<file path="src/include/power_mode_defs.svh">
// Purpose: Constants for the power-mode controller
// Assumes: Single 40 MHz clock, synchronous active-high reset
// Notes: Timing counts derived from times in ns
// Functional notes
// - Three low-power states plus running
// - Sleep gates only the core clock
// - Any interrupt or event ends sleep
// - Deep-sleep stops core clocks, oscillators, PLLs
// - Deep-sleep retains SRAM and registers
// - Deep-sleep regulator mode from select bit
// - Interrupt controller wake sources end deep-sleep
// - Deep-sleep exit selects fast RC oscillator
// - Standby powers off core, regulator, oscillators
// - Standby loses core state, returns reset
// - Standby exits only on seven sources
`ifndef POWER_MODE_DEFS_SVH
`define POWER_MODE_DEFS_SVH

`define CLK_PERIOD_NS        25
`define OSC_SETTLE_NS        2000
`define OSC_SETTLE_CYC       ((`OSC_SETTLE_NS + `CLK_PERIOD_NS - 1) / `CLK_PERIOD_NS)
`define CORE_RESET_NS        1000
`define CORE_RESET_CYC       ((`CORE_RESET_NS + `CLK_PERIOD_NS - 1) / `CLK_PERIOD_NS)
`define CNT_W                8
`define EXT_LINES            16
`define SRC_EXTERNAL_INTERRUPT_CONTROLLER_LINES_LO    0
`define SRC_RTC_ALARM        16
`define SRC_RTC_TAMPER       17
`define SRC_RTC_STAMP        18
`define SRC_RTC_WAKE_TMR     19
`define SRC_LOW_SPEED_CRYSTAL_OSC_STUCK      20
`define SRC_VDET             21
`define SRC_CMP              22
`define SRC_LOW_POWER_TIMER          23
`define SRC_CAN              24
`define SRC_I2C              25
`define SRC_USART            26
`define WAKE_SRC_W           27
`define STBY_SRC_W           5
`define SYSCLK_RC_FAST       2'h0
`define SYSCLK_W             2

`endif

</file>
<file path="src/include/power_mode_pkg.sv">
// Purpose: Types for the power-mode controller
// Assumes: Included after the defs header
// Notes: One-hot state codes
package power_mode_pkg;
  typedef enum logic [1:0] {
    TGT_SLEEP   = 2'h0,
    TGT_DEEP    = 2'h1,
    TGT_STANDBY = 2'h2
  } target_t;

  typedef enum logic [7:0] {
    ST_RUN        = 8'h01,
    ST_SLEEP      = 8'h02,
    ST_DEEP       = 8'h04,
    ST_DEEP_WAKE  = 8'h08,
    ST_STANDBY    = 8'h10,
    ST_STBY_RESET = 8'h20,
    ST_STBY_WAKE  = 8'h40,
    ST_SPARE      = 8'h80
  } pstate_t;
endpackage : power_mode_pkg

</file>
<file path="src/design/wake_sync.sv">
// Purpose: Two-flop synchroniser bank for wake inputs
// Assumes: Inputs asynchronous to clk
// Notes: Stage one feeds only stage two
`timescale 1ns/10ps
module wake_sync #(
  parameter int W = 1
) (
  input  wire logic         clk,
  input  wire logic         clkEn,
  input  wire logic         reset,
  input  wire logic [W-1:0] asyncIn,
  output logic      [W-1:0] syncOut
);
  logic [W-1:0] meta_q;
  logic [W-1:0] meta_d;
  logic [W-1:0] sync_q;
  logic [W-1:0] sync_d;

  always_comb begin
    meta_d = meta_q;
    sync_d = sync_q;
    if (clkEn) begin
      meta_d = asyncIn;
      sync_d = meta_q;
    end
  end

  always_ff @(posedge clk) begin
    if (reset) begin
      meta_q <= '0;
      sync_q <= '0;
    end else begin
      meta_q <= meta_d;
      sync_q <= sync_d;
    end
  end

  assign syncOut = sync_q;
endmodule : wake_sync

</file>
<file path="src/design/power_saving_mode_control.sv">
// Purpose: Sleep, deep-sleep and standby sequencing
// Assumes: CPU requests via wait pulse with target held
// Notes: Wake inputs pass a two-flop synchroniser
`timescale 1ns/10ps
`include "power_mode_defs.svh"
module power_saving_mode_control
  import power_mode_pkg::*;
(
  input  wire logic                     clk,
  input  wire logic                     clkEn,
  input  wire logic                     reset,
  input  wire logic                     waitReq,
  input  wire logic [1:0]               targetMode,
  input  wire logic                     regulator_low_power_select,
  input  wire logic                     anyIrqOrEvent,
  input  wire logic [`EXT_LINES-1:0]    extLines,
  input  wire logic                     rtcAlarm,
  input  wire logic                     rtcTamper,
  input  wire logic                     rtcStamp,
  input  wire logic                     rtcWakeTimer,
  input  wire logic                     low_speed_crystal_osc_stuck,
  input  wire logic                     low_voltage_detector,
  input  wire logic                     analog_supply_detector,
  input  wire logic                     over_voltage_detector,
  input  wire logic                     under_voltage_detector,
  input  wire logic [7:0]               analog_comparator,
  input  wire logic                     low_power_timer,
  input  wire logic                     canWake,
  input  wire logic                     i2cWake,
  input  wire logic                     usartWake,
  input  wire logic                     external_reset_pin_n,
  input  wire logic                     free_running_watchdog_reset,
  input  wire logic                     wakeup_pin,
  output logic                          coreClkEn,
  output logic                          periphClkEn,
  output logic                          coreDomainClkEn,
  output logic                          internal_rc_osc_fast_en,
  output logic                          high_speed_crystal_osc_en,
  output logic                          pllEn,
  output logic                          internal_regulator_on,
  output logic                          internal_regulator_lp,
  output logic                          retainState,
  output logic                          coreDomainPowered,
  output logic                          coreDomainReset,
  output logic                          sysClkForceRc,
  output logic [`SYSCLK_W-1:0]          sysClkSel,
  output logic                          wakeFromStandby,
  output pstate_t                       powerState
);
  localparam int WIN = `WAKE_SRC_W + 3 + 8;

  logic [WIN-1:0] rawIn;
  logic [WIN-1:0] syncIn;

  assign rawIn = {analog_comparator, external_reset_pin_n, free_running_watchdog_reset, wakeup_pin,
                  usartWake, i2cWake, canWake, low_power_timer, 1'b0,
                  low_voltage_detector | analog_supply_detector | over_voltage_detector | under_voltage_detector,
                  low_speed_crystal_osc_stuck, rtcWakeTimer, rtcStamp, rtcTamper, rtcAlarm, extLines};

  wake_sync #(.W(WIN)) uSync (
    .clk     (clk),
    .clkEn   (clkEn),
    .reset   (reset),
    .asyncIn (rawIn),
    .syncOut (syncIn)
  );

  logic [`WAKE_SRC_W-1:0] deepSrc;
  logic                   cmpAny;
  logic                   rstPinN;
  logic                   wdgRst;
  logic                   wkupLvl;
  logic                   wkupPrev_q;
  logic                   wkupPrev_d;
  logic                   deepWake;
  logic                   stbyWake;

  assign cmpAny   = |syncIn[WIN-1 -: 8];
  assign rstPinN  = syncIn[`WAKE_SRC_W+2];
  assign wdgRst   = syncIn[`WAKE_SRC_W+1];
  assign wkupLvl  = syncIn[`WAKE_SRC_W];

  // Comparator outputs fold into one deep-sleep source slot
  function automatic logic [`WAKE_SRC_W-1:0] deep_sources(input logic [`WAKE_SRC_W-1:0] s, input logic c);
    logic [`WAKE_SRC_W-1:0] r;
    r = s;
    r[`SRC_CMP] = c;
    return r;
  endfunction : deep_sources

  assign deepSrc  = deep_sources(syncIn[`WAKE_SRC_W-1:0], cmpAny);
  assign deepWake = |deepSrc;
  // Only the seven standby sources are looked at
  assign stbyWake = !rstPinN || deepSrc[`SRC_RTC_ALARM] || deepSrc[`SRC_RTC_STAMP]
                    || deepSrc[`SRC_RTC_TAMPER] || wdgRst || deepSrc[`SRC_LOW_SPEED_CRYSTAL_OSC_STUCK]
                    || (wkupLvl && !wkupPrev_q);

  pstate_t              state_q;
  pstate_t              state_d;
  logic [`CNT_W-1:0]    cnt_q;
  logic [`CNT_W-1:0]    cnt_d;
  logic                 lpSel_q;
  logic                 lpSel_d;
  logic                 fromStby_q;
  logic                 fromStby_d;

  always_comb begin
    state_d    = state_q;
    cnt_d      = cnt_q;
    lpSel_d    = lpSel_q;
    fromStby_d = fromStby_q;
    wkupPrev_d = wkupLvl;
    case (state_q)
      ST_RUN: begin
        if (waitReq) begin
          case (targetMode)
            TGT_SLEEP:   state_d = ST_SLEEP;
            TGT_DEEP: begin
              state_d = ST_DEEP;
              lpSel_d = regulator_low_power_select;
            end
            TGT_STANDBY: state_d = ST_STANDBY;
            default:     state_d = ST_RUN;
          endcase
        end
      end
      ST_SLEEP: begin
        if (anyIrqOrEvent || deepWake) begin
          state_d = ST_RUN;
        end
      end
      ST_DEEP: begin
        if (deepWake) begin
          state_d = ST_DEEP_WAKE;
          cnt_d   = `CNT_W'(`OSC_SETTLE_CYC - 1);
        end
      end
      ST_DEEP_WAKE: begin
        if (cnt_q == '0) begin
          state_d = ST_RUN;
        end else begin
          cnt_d = cnt_q - `CNT_W'(1);
        end
      end
      ST_STANDBY: begin
        if (stbyWake) begin
          state_d    = ST_STBY_WAKE;
          cnt_d      = `CNT_W'(`OSC_SETTLE_CYC - 1);
        end
      end
      ST_STBY_WAKE: begin
        if (cnt_q == '0) begin
          state_d = ST_STBY_RESET;
          cnt_d   = `CNT_W'(`CORE_RESET_CYC - 1);
        end else begin
          cnt_d = cnt_q - `CNT_W'(1);
        end
      end
      ST_STBY_RESET: begin
        if (cnt_q == '0) begin
          state_d    = ST_RUN;
          fromStby_d = 1'b1;
        end else begin
          cnt_d = cnt_q - `CNT_W'(1);
        end
      end
      default: state_d = ST_RUN;
    endcase
    if (state_q == ST_RUN && waitReq) begin
      fromStby_d = 1'b0;
    end
  end

  always_ff @(posedge clk) begin
    if (reset) begin
      state_q    <= ST_RUN;
      cnt_q      <= '0;
      lpSel_q    <= 1'b0;
      fromStby_q <= 1'b0;
      wkupPrev_q <= 1'b1;
    end else if (clkEn) begin
      state_q    <= state_d;
      cnt_q      <= cnt_d;
      lpSel_q    <= lpSel_d;
      fromStby_q <= fromStby_d;
      wkupPrev_q <= wkupPrev_d;
    end
  end

  // Crystal and PLL stay off through the wake states and come back on in ST_RUN and ST_SLEEP
  logic inDeep;
  logic inStby;
  logic clkOff;
  logic oscOff;

  assign inDeep = state_q == ST_DEEP;
  assign inStby = state_q == ST_STANDBY;
  assign clkOff = inDeep || inStby || state_q == ST_STBY_WAKE || state_q == ST_DEEP_WAKE;
  assign oscOff = inDeep || inStby;

  always_comb begin
    coreClkEn                 = !(clkOff || state_q == ST_SLEEP);
    periphClkEn               = !clkOff;
    coreDomainClkEn           = !clkOff;
    internal_rc_osc_fast_en   = !oscOff;
    high_speed_crystal_osc_en = !oscOff && state_q != ST_DEEP_WAKE
                                && state_q != ST_STBY_WAKE && state_q != ST_STBY_RESET;
    pllEn                     = high_speed_crystal_osc_en;
    internal_regulator_on     = !inStby;
    internal_regulator_lp     = inDeep && lpSel_q;
    retainState               = inDeep || state_q == ST_DEEP_WAKE;
    coreDomainPowered         = !inStby;
    coreDomainReset           = inStby || state_q == ST_STBY_WAKE
                                || state_q == ST_STBY_RESET;
    sysClkForceRc             = state_q == ST_DEEP_WAKE || state_q == ST_STBY_WAKE
                                || state_q == ST_STBY_RESET;
    sysClkSel                 = `SYSCLK_RC_FAST;
    wakeFromStandby           = fromStby_q;
    powerState                = state_q;
  end
endmodule : power_saving_mode_control

</file>
<file path="config.mk">
export PLATFORM = sky130hd
export DESIGN_NAME = power_saving_mode_control
export DESIGN_NICKNAME = d
export VERILOG_FILES = /design/src/include/power_mode_pkg.sv /design/src/design/wake_sync.sv /design/src/design/power_saving_mode_control.sv
export VERILOG_INCLUDE_DIRS = /design/src /design/src/include
export SDC_FILE = /design/constraint.sdc
export NUM_CORES = 1
export LEC_CHECK = 0
export ABC_AREA = 1
export BUFFER_PORTS_ARGS = -buffer_cell sky130_fd_sc_hd__buf_2
export CAP_MARGIN = 20
export CORE_UTILIZATION = 45
export DETAILED_ROUTE_END_ITERATION = 10
export GPL_TIMING_DRIVEN = 0
export PLACE_DENSITY = 0.79
export SKIP_CTS_REPAIR_TIMING = 1
export SYNTH_ARGS = -nofsm -noshare
export SYNTH_HDL_FRONTEND = slang
export SYNTH_SLANG_ARGS = --single-unit
</file>
<file path="constraint.sdc">
create_clock -name clk -period 1.5 [get_ports clk]
set_input_delay 0.225 -clock clk [delete_from_list [all_inputs] [get_ports clk]]
set_output_delay 0.225 -clock clk [all_outputs]
set_load 0.005 [all_outputs]
</file>
* Yosys cells after proc, flatten, opt, wreduce, memory -nomap -nowiden
Index checks and enable logic that the tools add are counted.
Widths: inputs -> output; s select.
** Operators by class
- Add/subtract/negate cells :: 1
- Multipliers :: 0
- Div/mod/pow operators :: 0
- Magnitude comparators :: 0
- Equal/unequal tests :: 19
- Shift-type cells :: 0
- Mux-type cells :: 16
- Bitwise operators :: 3
- Reductions and logical operators :: 39
** Operators with widths (count)
- $mux 8 :: 10
- $pmux 8 s6 :: 1
- $reduce_or 34->1 :: 1
- $pmux 8 s4 :: 1
- $logic_or 1x1->1 :: 16
- $pmux 5 s3 :: 1
- $ne 2x2->1 const B :: 6
- $eq 8x1->1 const B :: 1
- $eq 8x2->1 const B :: 1
- $eq 8x3->1 const B :: 1
- $eq 8x4->1 const B :: 1
- $eq 8x5->1 const B :: 1
- $eq 8x6->1 const B :: 1
- $eq 8x7->1 const B :: 1
- $logic_not 8->1 :: 1
- $ne 8x4->1 const B :: 1
- $ne 8x6->1 const B :: 1
- $ne 8x7->1 const B :: 1
- $sub 8x1->8 const B :: 1
- $reduce_and 7->1 :: 1
- $logic_and 1x1->1 :: 6
- $logic_not 1->1 :: 6
- $reduce_and 5->1 :: 1
- $reduce_and 4->1 :: 1
- other kinds (10) :: 15
** Storage, ports and cells
- Register bits :: 93
- Latch bits :: 0
- RAM bits :: 0
- Memory bits (read-only) :: 0
- Bits of input ports :: 48
- Output and inout port bits :: 23
- Word-level logic and storage cells :: 85
- Memories kept :: 0

* Longest topological paths before layout
Gate-level depths: netlist (run 1).
- Depth in word-level cells :: 9
- Depth in mapped cells :: 12
- Depth with buffers taken out :: 12

* Cells and area by module
Synthesis (run 1) repeated with hierarchy kept, for this count alone.
** Second synthesis, totals
- Cells, all modules :: 731
- Area total of the unflattened synthesis :: 4753.3 um^2
** By module, submodules not included
- wake_sync :: instances 1, cells each 482, area an instance 3108.0 um^2, seq. area each 1521.5 um^2
- power_saving_mode_control :: instances 1, cells each 249, area an instance 1645.3 um^2, seq. area each 360.3 um^2

* Worst setup path after synthesis (run 1)
No wires, ideal clock.
- Path type :: reg-to-reg
- Start :: register cnt_q[0]
- End :: register state_q[3] (netlist: powerState[3])
- Setup time :: 114 ps
- Data arrival time :: 1350 ps
- Required time :: 1386 ps
- Setup slack :: 36 ps
- Cell stages (with the launch flop) :: 12
- Buffers on the path :: 0
- Clock period less this slack :: 1464 ps
- Cell sequence :: dfxtp_1 -> inv_1 -> ha_1 -> nand2_1 -> nor2_4 -> inv_4 -> nand2_4 -> nand2_4 -> nor2_4 -> nand2_4 -> nor2_1 -> nor2_2
** Between the ends
- Longest elaborated chain between the ends :: 3
- Elaborated cells between the ends (all ways) :: 4
- Those cells by class :: eq/ne: 2; reduce/logical: 2
** Ends and longest elaborated chain
- start: declaration :: line power_saving_mode_control.sv:100 : logic [`CNT_W-1:0] cnt_q;
- start signal: assignment :: line power_saving_mode_control.sv:183 : cnt_q <= cnt_d;
- $logic_not 8->1 * :: line power_saving_mode_control.sv:139, power_saving_mode_control.sv:152, power_saving_mode_control.sv:160
- $ne 2x2->1 (no line) or $ne 2x1->1 (tied branches)
- $reduce_and 7->1 (no line) *
- end signal: assignment :: line power_saving_mode_control.sv:182 : state_q <= state_d;
- end: declaration :: line power_saving_mode_control.sv:98 : pstate_t state_q;
Every way passes the cells marked *; elsewhere a longest branch is shown, timed or not.
A chain may end at the register's enable or synchronous reset.

* Worst setup path in the final report (run 1)
- Start :: register state_q[3] (netlist: powerState[3])
- End :: output pllEn
** Between the ends
- Longest elaborated chain between the ends :: 6
- Elaborated cells between the ends (all ways) :: 10
- Those cells by class :: eq/ne: 5; reduce/logical: 5
** Ends and longest elaborated chain
- $eq 8x3->1 or $eq 8x5->1 (tied branches) :: line power_saving_mode_control.sv:196, power_saving_mode_control.sv:197
- $logic_or 1x1->1 :: line power_saving_mode_control.sv:199 : assign oscOff = inDeep || inStby;
- $logic_not 1->1 :: line power_saving_mode_control.sv:206 : high_speed_crystal_osc_en = !oscOff && state_q != ST_DEEP_WAKE
- $logic_and 1x1->1 :: line power_saving_mode_control.sv:206
- $logic_and 1x1->1 :: line power_saving_mode_control.sv:207 : && state_q != ST_STBY_WAKE && state_q != ST_STBY_RESET;
- $logic_and 1x1->1 * :: line power_saving_mode_control.sv:207
- end: declaration :: line power_saving_mode_control.sv:39 : output logic pllEn,
Marked as above.

==> key figures, run 1 <==
Routing
  – DR vias/cell: between 5 and 6
  – Post-route DRC: 14
  – DR iter-0 viols: roughly 210
  – DR pass1 iterations: 10
  – Antenna-violating nets left: 0
  – Vias: around 4,000
  – Routed wire per std cell: about 13 um
  – Final Routed Wirelength: 10,600 um

Worst setup path
  – CP most frequent cell: nor2_4
  – Cell depth of the worst setup path: 8
  – CP Max Fanout: 5
  – R2R Path Start: powerState[3]
  – CP max stage delay: between 0.3 and 0.4 ns
  – Crit path capture type: output pin
  – Critical Path, Cell by Cell: inv_2, nand2_2, nor2_4, nand2_4, nand3_2, nor2_4, buf_4, buf_2
  – CP required: roughly 1.3 ns
  – Worst Reg2Reg Path Length in Cells: 10
  – WP data arrival: ~1.6 ns
  – CP Buf/Inv Count: 3
  – Crit-path leading delay family: simple AND/OR/NAND/NOR gates
  – Worst setup path class: flop to output pin
  – Crit path launch: powerState[3]
  – Critical path launch point type: flop
  – CP max stage cell: dfxtp_4

Finish
  – Storage cell area: around 0.0019 mm2
  – Most common cell after layout, fill and taps aside: nor2_1
  – Nets@finish: around 730
  – Share of cells above drive strength 1: between 30% and 40%
  – Area Overhead vs Synth: 30.2%
  – Area occupied by multi-input gates: 0.00226 mm2
  – Total inserted antenna cells: 0
  – Fill count: roughly 760
  – Most frequent cells in the layout: nor2_1 (186), dfxtp_1 (83), o21ai_0 (76), buf_2 (65), nand2_1 (33)

Floorplanning
  – Io pins: 71
  – Rows: 34
  – Die area: ~0.0095 mm2
  – Core ar.: 0.00881 mm2
  – Die Wd: just under 100 um
  – Initial Util: 46.7%
  – Die Height: 97.6 um

STA
  – Setup violators final: 28
  – Hold Violations, Final: 0
  – Unrepaired setup endpoints after global routing: true
  – Tightest Pin Transition: between 0.5 and 0.6 ns
  – Max-slew violations: 0
  – Final min period: about 1.8 ns
  – Rel. slew slack: 66.6%
  – Fin worst setup slack: -0.318 ns
  – Clock Skew: 0.00779 ns
  – Part of the cycle the worst path needs: 121%
  – Top achievable clock speed: roughly 550 MHz

CTS
  – Clk buf depth: 2
  – CTS clk-pin slew, worst paths: ~0.09 ns
  – Root Driver: clkbuf_8
  – CTS Sinks: 92
  – Worst skew pair latency: 0.36 ns
  – Number of H-tree levels: 3
  – Num CTS Buffers: 9
  – CTS tree: built

Place
  – Detail Placement HPWL: roughly 7000 um
  – PortBufs: 66
  – Pre-CTS setup slack: -0.170 ns
  – Gpl congestion: between 0.8 and 0.9

Synthesis
  – Register area share after synthesis: roughly 45%
  – Synth Register Bits: 92
  – Unique masters post-synth: 36
  – Cells after synthesis: just under 600
  – Yosys warns: 0
  – Syn Area/Cell: about 7.1 um2
  – Post-Syn Area: 0.00412 mm2

Run status
  – Status: finished with violations
  – Failing checks: DRC, setup timing

Worst hold path
  – Hold Startpoint: extLines[1]
  – Hold/Removal Path Class: input pin to flop
  – WHS Path Cells: 3

GRT
  – First-pass GRT wire length: ~16,000 um
  – Vias in the first global route: roughly 3,600
  – Total Routing Usage GR: ~21%
  – Largest net degree at the start of global routing: 17
  – Initial antenna violation count: 0
  – Grt ovf: 0

Power and ir drop
  – Worst vdd ir: about 670 uV
  – Power density cells: between 1000 and 1500 mW/mm2
  – Static Leak: 2.51 nW
  – Power Total: approximately 5.5 mW

Flow run
  – Max Cap Viol: 0
==> cell families (layout without fill, tap and decap cells) <==
kind of cell	count (synthesis)	count (layout)	synth area share (%)
compound gates	99	99	12.8
xor+xnor	5	5	1.06
fa+ha+maj	2	2	0.608
buf+inv	71	178	7.23
flops	92	92	44.7
other cells	1	3	0.0911
simple gates	308	309	33.5
==> worst register-to-register path: cells and delay by family, from the launching register on <==
kind | cells | cell delay [ns]
flip-flops | 1 | 0.37
AO/OA/AOI/OAI | 1 | 0.11
buffers and inverters | 2 | 0.26
AND/OR/NAND/NOR | 7 | 0.91
==> sequential cells by signal (all words and copies together), names as in the netlist <==
signal           cells
wkupPrev_q           1
uSync.meta_q        37
cnt_q                8
wakeFromStandby      1
uSync.syncOut       37
lpSel_q              1
powerState           7
==> routing by layer <==
layer  vias to the layer above  part of all wire (%)  routed length (um)  track usage [%]
met5                         -                     0                   0                0
met1                      1809                    42                4480             26.1
met2                       152                    50                5300             35.3
met3                        30                   5.4                 574             3.31
met4                         0                   2.4                 256             7.58
li1                       2039                     -                   -                -
==> through the flow <==
| stage | setup TNS (ns) | cells | area (um2) | hold WS [ns] | util [%] |
|---|---|---|---|---|---|
| after floorplan | 0 | 580 | 4120 | 0.294 | - |
| after global placement | -1.30 | 754 | 4590 | 0.446 | 52.1 |
| after detailed placement | -2.37 | 754 | 4590 | 0.452 | 52.1 |
| after CTS | -5.50 | 770 | 4770 | 0.0791 | 54.2 |
| after global routing | -7.66 | 796 | 5360 | 0.0832 | 60.9 |
| final | -5.71 | 796 | 5360 | 0.0844 | 60.9 |
==> worst paths after layout <==
kind / endpoint / slack [ns]
min: uSync.meta_q[1] / 0.08
max reg2reg: cnt_q[1] / -0.25
min reg2reg: uSync.syncOut[29] / 0.46
max: pllEn / -0.32
==> Yosys cell counts <==
cell      number  area share [%]
nor2_2         8             1.2
nand3_4        1            0.43
buf_4          7             1.3
a21oi_1       10             1.2
buf_1          7            0.64
or2_0          1            0.15
nor2_8         1            0.49
nand3_1       20             2.4
o41ai_1        1            0.21
a211oi_1       1            0.18
buf_2          2            0.24
o221a_2        1            0.27
o31ai_1        2            0.36
xor2_1         4            0.85
nand3b_1       2            0.36
nand2_4        8             2.2
a21oi_4        1            0.40
nand3_2        2            0.49
o21bai_1       1            0.18
ha_1           2            0.61
inv_2         10            0.91
dfxtp_1       92              45
conb_1         1           0.091
inv_1         29             2.6
nand2_1       49             4.5
nor2_1       197              18
and3_1         1            0.15
clkbuf_1      15             1.4
nand4_2        1            0.30
nor3_1         4            0.49
xnor2_1        1            0.21
nand4_1        5            0.76
nand2_2        5            0.76
inv_4          1            0.15
nor2_4         3            0.82
o21ai_0       82              10
==> where the power goes <==
group          internal, mW  switching (mW)
sequential             2.62           0.123
combinational         0.512           0.739
clock                 0.659           0.895
==> final cells by class <==
type                    instances  area share (%)
flip-flops and latches         92            34.9
repair buffers                 91            10.9
clock buffers                  10            2.57
plain buffers                  31            2.78
clock inverters                 6           0.863
well taps                     108            2.52
inverters                      40            3.36
multi-input cells             418            42.1
Note: power is estimated with default switching activity, not from simulation.
==> run 2, diff against run 1 <==
--- a/config.mk
+++ b/config.mk
@@ -9,10 +9,12 @@
 export ABC_AREA = 1
 export BUFFER_PORTS_ARGS = -buffer_cell sky130_fd_sc_hd__buf_2
 export CAP_MARGIN = 20
-export CORE_UTILIZATION = 45
+export CELL_PAD_IN_SITES_DETAIL_PLACEMENT = 2
+export CELL_PAD_IN_SITES_GLOBAL_PLACEMENT = 2
+export CORE_UTILIZATION = 28
 export DETAILED_ROUTE_END_ITERATION = 10
 export GPL_TIMING_DRIVEN = 0
-export PLACE_DENSITY = 0.79
+export PLACE_DENSITY = 0.85
 export SKIP_CTS_REPAIR_TIMING = 1
 export SYNTH_ARGS = -nofsm -noshare
 export SYNTH_HDL_FRONTEND = slang
==> key figures, run 2 (synthesis gave the netlist of run 1 again) <==
Finish
  – Nets@finish: between 700 and 800
  – Fill count: ~1,600
  – Fin cells: 865
  – Most common cell after layout, fill and taps aside: nor2_1
  – Storage cell area: 0.00187 mm2
  – Total inserted antenna cells: 0
  – Share of cells above drive strength 1: between 20% and 30%
  – Fin area: 0.00541 mm2
  – Area occupied by multi-input gates: around 0.0022 mm2
  – Area Overhead vs Synth: 31.3%
  – Most frequent cells in the layout: nor2_1 (185), dfxtp_1 (83), o21ai_0 (76), buf_2 (66), nand2_1 (43)

STA
  – Top achievable clock speed: 535 MHz
  – Setup TNS: -7.53 ns
  – Clock Skew: 0.00786 ns
  – Final min period: around 1.9 ns
  – Fin worst setup slack: -0.368 ns
  – Unrepaired setup endpoints after global routing: true
  – Part of the cycle the worst path needs: 125%
  – Setup violators final: 29
  – Tightest Pin Transition: approximately 0.55 ns
  – Rel. slew slack: a little under two thirds
  – Hold Violations, Final: 0
  – Max-slew violations: 0

CTS
  – CTS Sinks: slightly above 90
  – Worst skew pair latency: 0.35 ns
  – CTS clk-pin slew, worst paths: about 0.070 ns
  – Num CTS Buffers: 9
  – Clk buf depth: 2
  – Number of H-tree levels: 3
  – CTS tree: built
  – Root Driver: clkbuf_16

GRT
  – Vias in the first global route: ~4,300
  – Largest net degree at the start of global routing: 15
  – First-pass GRT wire length: between 20,000 and 25,000 um
  – Initial antenna violation count: 0
  – Grt ovf: 0
  – Total Routing Usage GR: between 10% and 20%

Worst hold path
  – WHS Endpoint: uSync.meta_q[8]
  – Hold/Removal Path Class: input pin to flop
  – Hold Startpoint: extLines[8]
  – WHS Path Cells: 3

Worst setup path
  – CP Buf/Inv Count: 2
  – Critical Path, Cell by Cell: nor2_2, nand2_2, inv_4, buf_4, nand3b_1, nor3_2, nor2_4, nand2_4, nand2_1, nand2_1, nor2_2
  – RR Endpoint: powerState[3]
  – Worst setup path class: flop to flop
  – Crit-path leading delay family: simple AND/OR/NAND/NOR gates
  – R2R Setup Slk: -0.37 ns
  – WP data arrival: 2.11 ns
  – Critical path launch point type: flop
  – CP Max Fanout: 7
  – CP max stage delay: about 0.38 ns
  – CP required: 1.74 ns
  – CP max stage cell: dfxtp_4
  – Cell depth of the worst setup path: 11
  – Worst Reg2Reg Path Length in Cells: 11
  – R2R Path Start: powerState[4]
  – Crit path capture type: flop

Floorplanning
  – Die area: around 0.015 mm2
  – Initial Util: between 20% and 30%
  – Rows: 43
  – Die Wd: around 120 um
  – Io pins: 71
  – Die Height: ~120 um
  – Core ar.: between 0.01 and 0.015 mm2

Power and ir drop
  – Static Leak: between 2 and 3 nW
  – Worst vdd ir: 506 uV
  – Power density cells: ~1200 mW/mm2

Routing
  – Vias: roughly 4,200
  – Routed wire per std cell: about 17 um
  – DR pass1 iterations: 4
  – DR iter-0 viols: 117
  – Final Routed Wirelength: 14,900 um
  – DR vias/cell: between 4 and 5
  – Post-route DRC: 0
  – Antenna-violating nets left: 0

Run status
  – Status: finished with violations
  – Failing checks: setup timing

Place
  – Placed cell area: approximately 0.0047 mm2
  – Gpl congestion: 0.793
  – Detail Placement HPWL: between 9000 and 10,000 um
  – Pre-CTS setup slack: -0.353 ns
  – Inst Count DP: roughly 830
  – PortBufs: 66

Flow run
  – Max Cap Viol: 0
-- run 2: worst max path at each step --
stage | startpoint | endpoint | slack, ns
2_1_floorplan | cnt_q[0] | powerState[3] | 0.04
5_1_grt | powerState[4] | powerState[3] | -0.47
3_3_place_gp | reset | uSync.syncOut[0] | -0.23
6_report | powerState[4] | powerState[3] | -0.37
3_5_place_dp | reset | cnt_q[6] | -0.35
4_1_cts | powerState[4] | periphClkEn | -0.61
-- run 2: report_power, final --
| part | switching (mW) | total (mW) | internal, mW |
|---|---|---|---|
| Sequential | 0.131 | 2.75 | 2.62 |
| Clock | 0.963 | 2.34 | 1.38 |
| Combinational | 0.779 | 1.25 | 0.471 |
-- run 2: worst reg2reg max path: stages (launching register included) --
cell      delay [ns]
dfxtp_4         0.38
nor2_2          0.13
nand2_2         0.09
inv_4           0.11
buf_4           0.13
nand3b_1        0.16
nor3_2          0.33
nor2_4          0.08
nand2_4         0.13
nand2_1         0.08
nand2_1         0.09
nor2_2          0.04
-- run 2: final cells by class --
type	instances	area share [%]
multi-input cells	418	40.1
flip-flops and latches	92	34.5
repair buffers	88	9.70
clock buffers	12	4.74
well taps	180	4.17
inverters	40	3.15
plain buffers	31	2.78
clock inverters	4	0.879
-- run 2: per-layer routing --
| metal | routed length (um) | up-vias | track usage (%) |
|---|---|---|---|
| met4 | 219 | 0 | 6.02 |
| met2 | 7980 | 75 | 33.8 |
| li1 | - | 2034 | - |
| met1 | 6330 | 2043 | 21.3 |
| met5 | 0 | - | 0 |
| met3 | 371 | 17 | 2.68 |
-- run 2: metrics by stage --
stage	hold slack (ns)	utilization, %	total power [mW]
floorplan	0.294	-	3.43
global placement	0.446	33.2	3.72
detailed placement	0.457	33.2	3.80
CTS	0.0939	35.4	6.17
global route	0.110	38.4	6.62
finish	0.0988	38.4	6.34
==> run 3, diff against run 2 <==
--- a/config.mk
+++ b/config.mk
@@ -11,10 +11,11 @@
 export CAP_MARGIN = 20
 export CELL_PAD_IN_SITES_DETAIL_PLACEMENT = 2
 export CELL_PAD_IN_SITES_GLOBAL_PLACEMENT = 2
-export CORE_UTILIZATION = 28
+export CORE_UTILIZATION = 29
+export CTS_BUF_LIST = sky130_fd_sc_hd__clkbuf_2
 export DETAILED_ROUTE_END_ITERATION = 10
 export GPL_TIMING_DRIVEN = 0
-export PLACE_DENSITY = 0.85
+export PLACE_DENSITY = 0.88
 export SKIP_CTS_REPAIR_TIMING = 1
 export SYNTH_ARGS = -nofsm -noshare
 export SYNTH_HDL_FRONTEND = slang
==> key figures, run 3 (synthesis gave the netlist of run 1 again) <==
Power and ir drop
  – Power Total: between 5 and 6 mW
  – Power density cells: around 950 mW/mm2
  – Worst vdd ir: roughly 840 uV
  – Static Leak: 2.62 nW

STA
  – Fin worst setup slack: -0.638 ns
  – Clock Skew: 0.0377 ns
  – Hold Violations, Final: 0
  – Max-slew violations: 0
  – Rel. slew slack: between 50 and 60%
  – Part of the cycle the worst path needs: 143%
  – Tightest Pin Transition: approximately 0.67 ns
  – Setup violators final: 29
  – Min Hold Slack: about 0.062 ns
  – Unrepaired setup endpoints after global routing: true
  – Final min period: ~2.1 ns
  – Top achievable clock speed: about 470 MHz

Floorplanning
  – Die Height: about 120 um
  – Rows: 43
  – Core ar.: roughly 0.014 mm2
  – Io pins: 71
  – Die area: 0.0147 mm2
  – Die Wd: about 120 um
  – Initial Util: 29.7%

Routing
  – Antenna-violating nets left: 0
  – DR iter-0 viols: between 100 and 150
  – Vias: roughly 4,400
  – Final Routed Wirelength: about 16,000 um
  – DR vias/cell: 4.85
  – DR pass1 iterations: 4
  – Post-route DRC: 0
  – Routed wire per std cell: between 15 and 20 um

Worst setup path
  – R2R Path Start: powerState[3]
  – CP required: about 1.3 ns
  – R2R Setup Slk: -0.37 ns
  – WP data arrival: between 1.5 and 2 ns
  – RR Endpoint: powerState[5]
  – Critical path launch point type: flop
  – Crit path capture type: output pin
  – Worst Reg2Reg Path Length in Cells: 11
  – Worst setup path class: flop to output pin
  – CP Max Fanout: 5

CTS
  – Num CTS Buffers: 9
  – CTS tree: built
  – Number of H-tree levels: 3
  – Root Driver: clkbuf_2
  – Worst skew pair latency: about 0.61 ns
  – CTS Sinks: 92
  – Clk buf depth: 2
  – CTS clk-pin slew, worst paths: approximately 0.25 ns

GRT
  – Initial antenna violation count: 0
  – Largest net degree at the start of global routing: 17
  – Grt ovf: 0
  – First-pass GRT wire length: between 20,000 and 25,000 um
  – Total Routing Usage GR: 19.3%
  – Vias in the first global route: between 4,000 and 5,000

Finish
  – Area occupied by multi-input gates: 0.00218 mm2
  – Most common cell after layout, fill and taps aside: nor2_1
  – Area Overhead vs Synth: 38.5%
  – Most frequent cells in the layout: nor2_1 (185), dfxtp_1 (84), o21ai_0 (76), buf_2 (63), dlygate4sd3_1 (44)
  – Fill count: ~1,600
  – Storage cell area: 0.00187 mm2
  – Share of cells above drive strength 1: a little over a quarter
  – Fin cells: 910
  – Total inserted antenna cells: 0
  – Fin area: around 0.0057 mm2
  – Nets@finish: slightly below 800

Place
  – Detail Placement HPWL: 10,100 um
  – Placed cell area: 0.00468 mm2
  – PortBufs: 66
  – Gpl congestion: a little over 0.8
  – Inst Count DP: slightly above 800

Worst hold path
  – WHS Path Cells: 3
  – WHS Endpoint: uSync.syncOut[15]
  – Hold/Removal Path Class: input pin to flop
  – Hold Startpoint: clkEn

Flow run
  – Max Cap Viol: 0

Run status
  – Status: finished with violations
  – Failing checks: setup timing
run 3: layout make-up:
| type | instances | share of cell area (%) |
|---|---|---|
| Multi-Input combinational cell | 418 | 38.2 |
| Sequential cell | 92 | 32.8 |
| Timing Repair Buffer | 133 | 17.5 |
| Tap cell | 180 | 3.95 |
| Inverter | 40 | 2.94 |
| Buffer | 31 | 2.61 |
| Clock inverter | 7 | 1.27 |
| Clock buffer | 9 | 0.790 |
run 3: through the flow:
step / utilization, % / setup TNS (ns) / setup WS [ns]
after floorplan: - / 0 / 0.0362
after global placement: 33.7 / -3.70 / -0.201
after detailed placement: 33.7 / -6.74 / -0.312
after CTS: 34.6 / -13.41 / -1.01
after global routing: 41.1 / -14.72 / -0.764
final: 41.1 / -11.50 / -0.638
run 3: how the worst max path moves through the flow:
stage	start	to	slack [ns]	depth (start not counted)
global route	powerState[4]	periphClkEn	-0.76	10
global placement	reset	uSync.syncOut[0]	-0.20	6
finish	powerState[4]	internal_rc_osc_fast_en	-0.64	8
detailed placement	reset	uSync.syncOut[3]	-0.31	6
floorplan	cnt_q[0]	powerState[3]	0.04	11
CTS	powerState[2]	pllEn	-1.01	8
run 3: per-layer routing:
layer / share of wire [%] / up-vias / routed length (um) / track usage [%]
met5: 0 / - / 0 / 0
met4: 3.1 / 0 / 514 / 5.56
met3: 3.0 / 38 / 499 / 4.51
met2: 55 / 101 / 9100 / 36.8
met1: 38 / 2148 / 6320 / 20.9
li1: - / 2125 / - / -
run 3: worst max-delay path: stages (launching register included):
cell     delay, ns
dfxtp_4       0.45
nor2_2        0.05
nand2_1       0.09
inv_2         0.08
nand2_4       0.12
inv_6         0.05
buf_4         0.14
nor2_4        0.19
buf_2         0.15
run 3: power by group:
part           total [mW]  switching (mW)  internal (mW)
clock                1.31           0.916          0.392
combinational        1.37           0.827          0.541
sequential           2.75           0.129           2.62
total                5.43            1.87           3.56
